## src/core/psq_pkg.sv

```systemverilog
package psq_pkg;

  // ----------------------------------------------------------------
  // Sizes
  // ----------------------------------------------------------------
  localparam int PC_W = 11;          // Counter spans bits 10..0
  localparam int PMEM_W = 15;        // Program word width
  localparam int STACK_DEPTH = 6;    // Return stack levels
  localparam int NUM_IRQ = 6;        // Vectored interrupt sources
  localparam int PAGE_W = 8;         // Page offset width
  localparam int TABLE_HIGH_LATCH_W = 7;         // High part of a table word

  // ----------------------------------------------------------------
  // Vectors and paging
  // ----------------------------------------------------------------
  localparam logic [10:0] RESET_VECTOR = 11'h000;
  // External 0, external 1, timer 0, timer 1, serial, multi-function
  localparam logic [10:0] IRQ_VEC [0:5] = '{11'h004, 11'h008, 11'h00c,
                                            11'h010, 11'h014, 11'h018};
  localparam logic [2:0] LAST_PAGE_HI = 3'h7;   // Last page bits 10..8
  localparam logic [1:0] PHASE_LAST = 2'h3;     // Fourth phase of a cycle

  // ----------------------------------------------------------------
  // Register map (byte addresses) and reset values
  // ----------------------------------------------------------------
  localparam logic [7:0] OFF_PCL = 8'h00;
  localparam logic [7:0] OFF_TBLP = 8'h04;
  localparam logic [7:0] OFF_TABLE_HIGH_LATCH = 8'h08;
  localparam logic [7:0] OFF_INT_EN = 8'h0c;
  localparam logic [7:0] OFF_INT_PEND = 8'h10;
  localparam logic [7:0] OFF_STATUS = 8'h14;
  localparam logic [7:0] RST_TBLP = 8'h00;
  localparam logic [7:0] RST_INT_EN = 8'h00;
  localparam int INT_EN_GLOBAL = 7;  // Global enable bit position
  localparam int STAT_C = 0;         // Carry (inverted borrow)
  localparam int STAT_Z = 1;         // Zero
  localparam int STAT_OV = 2;        // Signed overflow

  // ----------------------------------------------------------------
  // Types
  // ----------------------------------------------------------------
  typedef enum logic [2:0] {
    psq_op_next, psq_op_jump, psq_op_call, psq_op_ret,
    psq_op_return_from_interrupt, psq_op_skip, psq_op_tab_cur, psq_op_tab_last
  } psq_op_type;

  typedef enum logic [2:0] {
    psq_alu_add, psq_alu_sub, psq_alu_and, psq_alu_or,
    psq_alu_xor, psq_alu_pass
  } psq_alu_op_type;

  typedef struct packed {
    logic valid;              // Command presented for this cycle
    psq_op_type op;           // Flow operation
    logic [10:0] target;      // Jump or call address
  } psq_cmd_type;

  typedef struct packed {
    logic valid;              // Operation requested
    psq_alu_op_type op;       // Function
    logic [7:0] a;            // First operand
    logic [7:0] b;            // Second operand
  } psq_alu_req_type;

endpackage : psq_pkg

```

## src/core/psq_sequencer.sv

```systemverilog
// Local design decisions: the APB interface to the registers and the register offsets.
`timescale 1ns/1ns
module psq_sequencer #(
  parameter int STACK_DEPTH = psq_pkg::STACK_DEPTH
) (
  input wire logic pclk,
  input wire logic presetn,
  input wire logic psel,
  input wire logic penable,
  input wire logic pwrite,
  input wire logic [7:0] paddr,
  input wire logic [31:0] pwdata,
  output logic [31:0] prdata,
  output logic pready,
  output logic pslverr,
  input wire psq_pkg::psq_cmd_type cmd,
  input wire psq_pkg::psq_alu_req_type alu_req,
  input wire logic [5:0] irq_req,
  output logic [10:0] pmem_addr,
  input wire logic [14:0] pmem_data,
  output logic [1:0] cycle_phases,
  output logic dummy_cycle,
  output logic [7:0] table_low,
  output logic table_low_valid,
  output logic [7:0] alu_result,
  output logic alu_result_valid,
  output logic irq_ack,
  output logic [10:0] irq_vector
);

  // ----------------------------------------------------------------
  // Declarations
  // ----------------------------------------------------------------
  localparam int SW = $clog2(STACK_DEPTH + 1);  // Level index width

  logic [10:0] pc;                  // Address being fetched, except during a table cycle
  logic table_cycle;                // Dummy cycle used by a table read
  logic [7:0] table_pointer;        // Table address bits 7..0
  logic [6:0] table_high_latch;     // High part of last table word
  logic [7:0] int_enable;           // Source enables and global enable
  logic [5:0] int_pend;             // Recorded requests
  logic pcl_wr_pend;                // Low byte write waiting
  logic [7:0] pcl_wr_data;          // Low byte written by software
  logic [2:0] status;               // ALU flags
  logic [10:0] stack_mem [STACK_DEPTH];  // Return addresses
  logic [SW-1:0] stack_ptr;         // Next slot to write
  logic [SW-1:0] stack_level_index; // Occupied levels

  // Finds the lowest pending source, which has the lowest vector
  function automatic logic [2:0] first_irq(input logic [5:0] req);
    first_irq = 3'h0;
    for (int i = psq_pkg::NUM_IRQ - 1; i >= 0; i--) begin
      if (req[i]) begin
        first_irq = 3'(i);
      end
    end
  endfunction : first_irq

  // ----------------------------------------------------------------
  // Sequencing decisions
  // ----------------------------------------------------------------
  wire boundary = (cycle_phases == psq_pkg::PHASE_LAST);
  wire live = boundary & ~dummy_cycle;
  wire cmd_go = live & cmd.valid;
  wire do_jump = cmd_go & (cmd.op == psq_pkg::psq_op_jump);
  wire do_call = cmd_go & (cmd.op == psq_pkg::psq_op_call);
  wire do_ret = cmd_go & (cmd.op == psq_pkg::psq_op_ret);
  wire do_return_from_interrupt = cmd_go & (cmd.op == psq_pkg::psq_op_return_from_interrupt);
  wire do_skip = cmd_go & (cmd.op == psq_pkg::psq_op_skip);
  wire do_tab_cur = cmd_go & (cmd.op == psq_pkg::psq_op_tab_cur);
  wire do_tab_last = cmd_go & (cmd.op == psq_pkg::psq_op_tab_last);
  wire do_tab = do_tab_cur | do_tab_last;
  wire branch_op = cmd_go & (cmd.op != psq_pkg::psq_op_next);
  wire do_pcl = live & pcl_wr_pend & ~branch_op;
  wire stack_full = (stack_level_index == SW'(STACK_DEPTH));
  wire [5:0] irq_live = int_pend & int_enable[5:0];
  wire irq_ok = int_enable[psq_pkg::INT_EN_GLOBAL] & (|irq_live)
                & ~stack_full;
  wire do_irq = live & ~branch_op & ~do_pcl & irq_ok;
  wire [2:0] irq_idx = first_irq(irq_live);
  wire [10:0] vec_sel = psq_pkg::IRQ_VEC[irq_idx];
  wire do_push = do_call | do_irq;
  wire do_pop = do_ret | do_return_from_interrupt;
  wire [SW-1:0] ptr_inc = (stack_ptr == SW'(STACK_DEPTH - 1)) ?
                          '0 : stack_ptr + SW'(1);
  wire [SW-1:0] ptr_dec = (stack_ptr == '0) ?
                          SW'(STACK_DEPTH - 1) : stack_ptr - SW'(1);
  wire [10:0] stack_top = stack_mem[ptr_dec];
  wire [2:0] tab_hi = do_tab_last ? psq_pkg::LAST_PAGE_HI : pc[10:8];
  wire [10:0] tab_addr = {tab_hi, table_pointer};
  // Target selection: full loads for branches, page jump for low byte
  wire [10:0] next_pc =
    (do_jump | do_call) ? cmd.target :
    do_pop ? stack_top :
    do_irq ? vec_sel :
    do_pcl ? {pc[10:8], pcl_wr_data} :
    do_tab ? pc :
    pc + 11'h1;
  wire [10:0] next_fetch = do_tab ? tab_addr : next_pc;
  wire next_dummy = branch_op | do_pcl | do_irq;

  // ----------------------------------------------------------------
  // Bus decode
  // ----------------------------------------------------------------
  wire apb_setup = psel & ~penable;
  wire apb_wr = psel & penable & pready & pwrite;
  wire hit_pcl = (paddr == psq_pkg::OFF_PCL);
  wire hit_tblp = (paddr == psq_pkg::OFF_TBLP);
  wire hit_table_high_latch = (paddr == psq_pkg::OFF_TABLE_HIGH_LATCH);
  wire hit_en = (paddr == psq_pkg::OFF_INT_EN);
  wire hit_pend = (paddr == psq_pkg::OFF_INT_PEND);
  wire hit_stat = (paddr == psq_pkg::OFF_STATUS);
  wire hit_any = hit_pcl | hit_tblp | hit_table_high_latch | hit_en | hit_pend
                 | hit_stat;
  // Read mux; table high is read-only, upper bits zero
  wire [31:0] next_rdata =
    hit_pcl ? {24'h000000, pc[7:0]} :
    hit_tblp ? {24'h000000, table_pointer} :
    hit_table_high_latch ? {25'h0000000, table_high_latch} :
    hit_en ? {24'h000000, int_enable} :
    hit_pend ? {26'h0000000, int_pend} :
    hit_stat ? {29'h00000000, status} :
    32'h00000000;
  wire wr_pcl = apb_wr & hit_pcl;
  wire wr_tblp = apb_wr & hit_tblp;
  wire wr_en = apb_wr & hit_en;
  wire [5:0] pend_clr = (apb_wr & hit_pend) ? pwdata[5:0] : 6'h00;
  // New requests win over clearing by software or acknowledge
  wire [5:0] ack_clr = do_irq ? (6'h01 << irq_idx) : 6'h00;
  wire [5:0] next_pend = (int_pend & ~pend_clr & ~ack_clr) | irq_req;

  // ----------------------------------------------------------------
  // ALU
  // ----------------------------------------------------------------
  wire [8:0] sum = {1'b0, alu_req.a} + {1'b0, alu_req.b};
  wire [8:0] dif = {1'b0, alu_req.a} - {1'b0, alu_req.b};
  wire is_sub = (alu_req.op == psq_pkg::psq_alu_sub);
  wire is_add = (alu_req.op == psq_pkg::psq_alu_add);
  wire [7:0] next_alu =
    is_add ? sum[7:0] :
    is_sub ? dif[7:0] :
    (alu_req.op == psq_pkg::psq_alu_and) ? (alu_req.a & alu_req.b) :
    (alu_req.op == psq_pkg::psq_alu_or) ? (alu_req.a | alu_req.b) :
    (alu_req.op == psq_pkg::psq_alu_xor) ? (alu_req.a ^ alu_req.b) :
    alu_req.b;
  // Carry after add, inverted borrow after subtract
  wire next_c = is_add ? sum[8] : is_sub ? ~dif[8] :
                status[psq_pkg::STAT_C];
  wire next_ov = is_add ? ((alu_req.a[7] == alu_req.b[7]) &
                           (next_alu[7] != alu_req.a[7])) :
                 is_sub ? ((alu_req.a[7] != alu_req.b[7]) &
                           (next_alu[7] != alu_req.a[7])) :
                 status[psq_pkg::STAT_OV];
  wire [2:0] next_status = {next_ov, (next_alu == 8'h00), next_c};

  // ----------------------------------------------------------------
  // Phase divider and program counter
  // ----------------------------------------------------------------
  // Four phases, boundary at the end of the fourth
  always_ff @(posedge pclk or negedge presetn) begin
    if (!presetn) begin
      cycle_phases <= 2'h0;
    end else begin
      cycle_phases <= cycle_phases + 2'h1;
    end
  end

  // Counter, fetch address and dummy marking at each boundary
  always_ff @(posedge pclk or negedge presetn) begin
    if (!presetn) begin
      pc <= psq_pkg::RESET_VECTOR;
      pmem_addr <= psq_pkg::RESET_VECTOR;
      dummy_cycle <= 1'b0;
      table_cycle <= 1'b0;
    end else if (boundary) begin
      pc <= next_pc;
      pmem_addr <= next_fetch;
      dummy_cycle <= next_dummy;
      table_cycle <= do_tab;
    end
  end

  // ----------------------------------------------------------------
  // Return stack
  // ----------------------------------------------------------------
  // Circular store: a push on a full stack overwrites the oldest
  always_ff @(posedge pclk or negedge presetn) begin
    if (!presetn) begin
      stack_ptr <= '0;
      stack_level_index <= '0;
    end else if (do_push) begin
      stack_ptr <= ptr_inc;
      if (!stack_full) begin
        stack_level_index <= stack_level_index + SW'(1);
      end
    end else if (do_pop) begin
      stack_ptr <= ptr_dec;
      if (stack_level_index != '0) begin
        stack_level_index <= stack_level_index - SW'(1);
      end
    end
  end

  // Entry storage, no reset needed
  always_ff @(posedge pclk) begin
    if (do_push) begin
      stack_mem[stack_ptr] <= pc;
    end
  end

  // ----------------------------------------------------------------
  // Interrupts
  // ----------------------------------------------------------------
  // Requests recorded even while acknowledge is held off
  always_ff @(posedge pclk or negedge presetn) begin
    if (!presetn) begin
      int_pend <= 6'h00;
      irq_ack <= 1'b0;
      irq_vector <= psq_pkg::RESET_VECTOR;
    end else begin
      int_pend <= next_pend;
      irq_ack <= do_irq;
      if (do_irq) begin
        irq_vector <= vec_sel;
      end
    end
  end

  // Enables: hardware masks on entry and unmasks on interrupt return
  always_ff @(posedge pclk or negedge presetn) begin
    if (!presetn) begin
      int_enable <= psq_pkg::RST_INT_EN;
    end else if (do_irq) begin
      int_enable[psq_pkg::INT_EN_GLOBAL] <= 1'b0;  // Mask on entry
    end else if (do_return_from_interrupt) begin
      int_enable[psq_pkg::INT_EN_GLOBAL] <= 1'b1;
    end else if (wr_en) begin
      int_enable <= pwdata[7:0];
    end
  end

  // ----------------------------------------------------------------
  // Software registers
  // ----------------------------------------------------------------
  // Low byte write waits for the next free boundary
  always_ff @(posedge pclk or negedge presetn) begin
    if (!presetn) begin
      pcl_wr_pend <= 1'b0;
      pcl_wr_data <= 8'h00;
      table_pointer <= psq_pkg::RST_TBLP;
    end else begin
      if (wr_pcl) begin
        pcl_wr_pend <= 1'b1;
        pcl_wr_data <= pwdata[7:0];
      end else if (do_pcl) begin
        pcl_wr_pend <= 1'b0;
      end
      if (wr_tblp) begin
        table_pointer <= pwdata[7:0];
      end
    end
  end

  // Bus answer: one wait-free access phase
  always_ff @(posedge pclk or negedge presetn) begin
    if (!presetn) begin
      pready <= 1'b0;
      prdata <= 32'h00000000;
      pslverr <= 1'b0;
    end else begin
      pready <= apb_setup;
      if (apb_setup) begin
        prdata <= next_rdata;
        pslverr <= ~hit_any;
      end
    end
  end

  // ----------------------------------------------------------------
  // Table capture and ALU result
  // ----------------------------------------------------------------
  // Word read during the table cycle splits into low byte and latch
  always_ff @(posedge pclk or negedge presetn) begin
    if (!presetn) begin
      table_low <= 8'h00;
      table_low_valid <= 1'b0;
      table_high_latch <= 7'h00;
    end else begin
      table_low_valid <= boundary & table_cycle;
      if (boundary && table_cycle) begin
        table_low <= pmem_data[7:0];
        table_high_latch <= pmem_data[14:8];
      end
    end
  end

  // Result and flags
  always_ff @(posedge pclk or negedge presetn) begin
    if (!presetn) begin
      alu_result <= 8'h00;
      alu_result_valid <= 1'b0;
      status <= 3'h0;
    end else begin
      alu_result_valid <= alu_req.valid;
      if (alu_req.valid) begin
        alu_result <= next_alu;
        status <= next_status;
      end
    end
  end
endmodule : psq_sequencer

```

## config.mk

```make
export PLATFORM = sky130hd
export DESIGN_NAME = psq_sequencer
export DESIGN_NICKNAME = d
export VERILOG_FILES = /design/src/core/psq_pkg.sv /design/src/core/psq_sequencer.sv
export SDC_FILE = /design/constraint.sdc
export NUM_CORES = 1
export LEC_CHECK = 0
export ABC_AREA = 1
export BUFFER_PORTS_ARGS = -buffer_cell sky130_fd_sc_hd__clkbuf_2
export CORE_ASPECT_RATIO = 0.5
export CORE_MARGIN = 4
export CORE_UTILIZATION = 55
export CTS_BUF_LIST = sky130_fd_sc_hd__clkbuf_2 sky130_fd_sc_hd__clkbuf_4 sky130_fd_sc_hd__clkbuf_8
export DETAILED_ROUTE_END_ITERATION = 7
export PLACE_DENSITY = 0.79
export SYNTH_ARGS = -nofsm -noshare
export SYNTH_HDL_FRONTEND = slang
export SYNTH_SLANG_ARGS = --single-unit
export TNS_END_PERCENT = 30
```

## constraint.sdc

```tcl
create_clock -name pclk -period 3.2 [get_ports pclk]
set_input_delay 0.64 -clock pclk [delete_from_list [all_inputs] [get_ports pclk]]
set_output_delay 0.64 -clock pclk [all_outputs]
set_load 0.02 [all_outputs]
```

# After elaboration in Yosys (flattened, before gate mapping)
# Memories as Yosys holds them, arrays and structs flattened.
# Cells that the tools add are included.
[word_totals]
rom_bits = 88
ram_bits = 66
wordCells = 179
output_inout_bits = 78
register_bits = 137
memories = 2
[memory_table]
columns = ["memory", "words", "word_bits", "rd", "rd_clocked_by_memory_dff", "wr", "line", "rtl"]
rows = [
  ["(no name shown)", 8, 11, 1, 0, 0, "psq_sequencer.sv:81", "wire [10:0] vec_sel = psq_pkg::IRQ_VEC[irq_idx];"],
  ["stack_mem", 6, 11, 1, 0, 1, "psq_sequencer.sv:45", "logic [10:0] stack_mem [STACK_DEPTH];"],
]
[classes]
addsub = 8
n_reduce_logical = 16
shift = 1
magnitude_cmp = 1
muxes = 47
n_eq_ne = 22
n_bitwise = 57
[ops]
columns = ["op", "count"]
rows = [
  ["$mux W11", 8],
  ["$mux W8", 10],
  ["$mux W3", 16],
  ["$and A1 B1 Y1", 27],
  ["$and A6 B6 Y6", 3],
  ["$eq A3 B3 Y1 const B", 6],
  ["$mux W6", 3],
  ["$eq A8 B4 Y1 const B", 2],
  ["$eq A8 B5 Y1 const B", 2],
  ["$logic_not A8 Y1", 2],
  ["$eq A3 B2 Y1 const B", 4],
  ["$not A6 Y6", 2],
  ["$add A11 B1 Y11 const B", 1],
  ["$or A1 B1 Y1", 11],
  ["$mux W1", 10],
  ["$add A8 B8 Y9", 1],
  ["$not A1 Y1", 9],
  ["$reduce_bool A3 Y1", 3],
  ["$sub A8 B8 Y9", 1],
  ["$and A8 B8 Y8", 1],
  ["$eq A8 B3 Y1 const B", 1],
  ["$or A8 B8 Y8", 1],
  ["$reduce_bool A2 Y1", 4],
  ["$xor A8 B8 Y8", 1],
  ["17 further kinds", 23],
]

# Logic depth before layout (Yosys ltp)
[logic_depth]
word_depth = 15
ltp_mapped = 17
ltp_nobuf = 17

# Worst setup path after synthesis
# OpenSTA, ideal clock, no wires.
[synth_timing]
path_type = "flip-flop to flip-flop"
from = "register cycle_phases[0]"
to = "memory stack_mem[0][0] (enable)"
setup_slack_ps = 449
stages_incl_launch_ff = 10
t_required_ps = 2807
period_less_slack_ps = 2751
arrival_ps = 2358
cell_sequence = "dfrtp_1 -> ha_1 -> buf_4 -> nand2_4 -> nor2_4 -> a21oi_2 -> nand3_4 -> nand2_4 -> nand2_1 -> nor3_1"
[synth_via]
elab_chain_cells = 12
[synth_lines]
columns = ["item", "line", "rtl"]
rows = [
  ["from (decl)", "psq_sequencer.sv:21", "output logic [1:0] cycle_phases,"],
  ["from (signal assigned)", "psq_sequencer.sv:164", "cycle_phases <= cycle_phases + 2'h1;"],
  ["$eq A2 B2 Y1 (*)", "psq_sequencer.sv:62", "wire boundary = (cycle_phases == psq_pkg::PHASE_LAST);"],
  ["$and A1 B1 Y1 (*)", "psq_sequencer.sv:63", "wire live = boundary & ~dummy_cycle;"],
  ["$and A1 B1 Y1", "psq_sequencer.sv:64", "wire cmd_go = live & cmd.valid;"],
  ["$and A1 B1 Y1", "psq_sequencer.sv:73", "wire branch_op = cmd_go & (cmd.op != psq_pkg::psq_op_next);"],
  ["$not A1 Y1", "psq_sequencer.sv:74, psq_sequencer.sv:79", ""],
  ["$and A1 B1 Y1", "psq_sequencer.sv:74", "wire do_pcl = live & pcl_wr_pend & ~branch_op;"],
  ["$not A1 Y1", "psq_sequencer.sv:79", "wire do_irq = live & ~branch_op & ~do_pcl & irq_ok;"],
  ["$and A1 B1 Y1 (2 in a row)", "psq_sequencer.sv:79", ""],
  ["$or A1 B1 Y1 (*)", "psq_sequencer.sv:82", "wire do_push = do_call | do_irq;"],
  ["$mux W1 (*)", "psq_sequencer.sv:206", "if (do_push) begin"],
  ["$mux W1 (implied by the code) (*)", "psq_sequencer.sv:207", "stack_mem[stack_ptr] <= pc;"],
  ["to (decl)", "psq_sequencer.sv:45", ""],
]
# Mark *: on every way between the ends. The rest lies on a longest branch, timed or not.

# Worst setup path in the final report
[layout_timing]
from = "register cycle_phases[0]"
to = "memory stack_mem[0][4] (enable)"
# The elaborated chain is that of the path after synthesis.

==> summary.md <==
| Metric | Value |
|---|---|
| ANT nets after route | `0` |
| Main area contributors after synthesis | `dfrtp_1 (27%), edfxtp_1 (20%), nand2_1 (16%), nand3_1 (5.1%), inv_1 (4.5%)` |
| Main synth FF type | `dfrtp_1` |
| Die Area | `20300 um^2` |
| Vias | `8727` |
| CP max-delay cell | `dfrtp_1` |
| Drt first-iter violations | `791` |
| Worst EP arrival | `2.63 ns` |
| Data required, critical path | `3.36 ns` |
| Slew @ Worst Pin | `0.826 ns` |
| CP delay by family, top | `simple AND/OR/NAND/NOR gates` |
| Asr flop ratio synth | `61.4%` |
| Post-synthesis sequential area ratio | `46.6%` |
| Worst-path cell chain | `ha_1 > buf_4 > nand2_4 > nor2_4 > a21oi_2 > nand3_4 > nand2_4 > nand2_1 > nor3_1 > buf_4` |
| Worst VDD drop | `283 uV` |
| Avg Synthesized Cell Area | `7.92 um^2` |
| Stages on the worst setup path | `10` |
| Area Growth Syn to Fin | `11.1%` |
| Global-route wire length before repair | `39.9 mm` |
| Core Region | `17500 um^2` |
| Synth warnings | `0` |
| Leakage | `0.00563 uW` |
| H-tree levels | `4` |
| TritonCTS Sinks | `171` |
| Worst r2r src | `cycle_phases[0]$_DFF_PN0_` |
| Critical path startpoint | `cycle_phases[0]$_DFF_PN0_` |
| Crit path max fanout | `15` |
| WS Path Type | `register to register` |
| Chip height | `103 um` |
| Clk slew on worst S/H paths | `0.11 ns` |
| Synth top cells by count | `nand2_1 (420), inv_1 (118), dfrtp_1 (105)` |
| Largest net degree at the start of global routing | `54` |
| Post-Route WL | `24.9 mm` |
| Synthesized instance count | `1250` |
| Row Count | `34` |
| Yosys cell types | `48` |
| Latest clock arrival within the worst-skew pair | `0.46 ns` |
| Drc violations | `0` |
| GRT Util Overall | `24.5%` |
| R2R cell count | `10` |
| Largest area contributor in the netlist | `dfrtp_1` |
| Design Area, Final | `11000 um^2` |
| Tcrit/Tclk final | `77.2%` |
| Vias in the first global route | `8356` |
| Count leader, synth | `nand2_1` |
| Worst reg-to-reg setup slack | `0.73 ns` |
| I/O Buffers | `122` |
| Post-CTS sizing | `0` |
| Finish-stage setup viols | `0` |
| EDFF count, synth | `66` |
| Synth Cell Area | `9900 um^2` |
| TNS Setup | `0 ns` |
| CTS buffer count | `17` |
| Hold_buf cts | `0` |
| Share of layout cells above drive strength 1 | `15.7%` |
| Vias per inst | `5.40` |
| Final critical-path required period | `2.47 ns` |
| CTS tree | `yes` |
| NumNets Final | `1505` |
| Clk buf depth | `2` |
| Critical path startpoint category | `register` |
| Remaining global-route overflow | `0` |
| Outcome | `completed` |
| PwrDens | `608 nW/um^2` |
| Max Slew Vio Count | `0` |
| WP buf/inv | `2` |
| Clock Skew | `0.0252 ns` |
| Antenna Cells | `0` |
| Hold Path Class | `input pin to asynchronous set/reset pin` |
| Placement Cell Area | `10600 um^2` |
| Max-slew headroom | `44.7%` |
| Yosys reg bits | `171` |
| Antenna violations before repair | `0` |
| Max-cap viol count | `0` |
| CP Capture Type | `register` |
| Crit path capture | `stack_mem[0][4]$_DFFE_PP_` |
| Critical Path Max Stage Delay | `0.41 ns` |
| HPWL after detailed placement | `18.5 mm` |
| Starting Density | `56.5%` |
| First-pass iteration count of the detailed router | `7` |
| R2R Path End | `stack_mem[0][4]$_DFFE_PP_` |
| CTS root buffer | `clkbuf_8` |
| Final Hold Vio Count | `0` |
| WL/cell | `15.4 um` |
| Max Freq | `0.405 GHz` |
| Top-area cell type share of the netlist area | `26.5%` |
| Post-CTS setup buffer count | `0` |
| Unrepaired setup endpoints after global routing | `no` |
| Die width | `198 um` |
| Gp weighted congestion | `0.914` |
| I/O Pins | `179` |
[area by class of cell]
class | count | area, um^2
multi-input cells | 918 | 4510
repair buffers | 136 | 718
fillers | 1527 | 6530
well taps | 234 | 293
clock inverters | 15 | 159
clock buffers | 17 | 234
flip-flops and latches | 171 | 4610
inverters | 126 | 479
[where the power goes]
group | switching [uW] | internal [uW]
Clock | 911 | 581
Sequential | 406 | 2650
Combinational | 1420 | 713
Total | 2740 | 3940
[metal layers]
metal	part of all wire [%]	track usage (%)	routed length (um)	vias to the layer above
li1	-	-	-	4227
met1	42	31.9	10500	4089
met2	49	42.4	12100	358
met3	6.8	4.73	1700	53
met4	2.4	7.72	592	0
met5	0	0	0	-
[cell families after synthesis]
group / synth area share [%]
flip-flops: 46.6
adder cells (fa/ha/maj): 4.45
XOR/XNOR: 0.961
AND/OR/NAND/NOR: 29.6
AO/OA/AOI/OAI: 9.09
buffers and inverters: 9.10
other: 0.0379
multiplexers: 0.202
[how the worst min path moves through the flow]
stage	end	slack, ns	from	depth (start not counted)
after floorplan	alu_result[0]$_DFFE_PN0P_	0.34	presetn	0
after CTS	pc[9]$_DFFE_PN0N_	0.24	presetn	1
after global routing	pc[9]$_DFFE_PN0N_	0.27	presetn	1
after global placement	cycle_phases[0]$_DFF_PN0_	0.43	cycle_phases[0]$_DFF_PN0_	1
final	pc[9]$_DFFE_PN0N_	0.23	presetn	1
after detailed placement	cycle_phases[0]$_DFF_PN0_	0.45	cycle_phases[0]$_DFF_PN0_	1
[sequential cells by signal, indices dropped and copies added, names as in the netlist, 6 cells and up]
signal	count
pmem_addr	11
table_pointer	8
pc	11
int_enable	8
int_pend	6
prdata	8
alu_result	8
table_high_latch	7
stack_mem	66
pcl_wr_data	8
table_low	8
[placed cells by master (no fill, tap or decap), drive strengths merged, types with 11 or more instances in the layout]
| master | netlist | routed |
|---|---|---|
| a21oi | 38 | 38 |
| buf | 52 | 15 |
| clkbuf | 14 | 138 |
| conb | 1 | 32 |
| dfrtp | 105 | 105 |
| edfxtp | 66 | 66 |
| ha | 32 | 32 |
| inv | 124 | 129 |
| nand2 | 428 | 428 |
| nand3 | 106 | 106 |
| nand4 | 11 | 11 |
| nor2 | 104 | 104 |
| nor3 | 13 | 13 |
| o21ai | 80 | 80 |
| o21bai | 13 | 13 |
| or2 | 17 | 17 |
[through the flow]
step	std cells	hold WS, ns	utilization, %	worst slack (ns)	total power (uW)
2_1_floorplan	1281	0.344	-	0.449	4580
3_3_place_gp	1585	0.434	60.5	0.741	5110
3_5_place_dp	1585	0.452	60.5	0.680	5210
4_1_cts	1617	0.242	62.7	0.749	6680
5_1_grt	1617	0.267	62.7	0.514	7140
6_report	1617	0.230	62.7	0.730	6680
No activity file was read; power rests on OpenSTA's default activity.
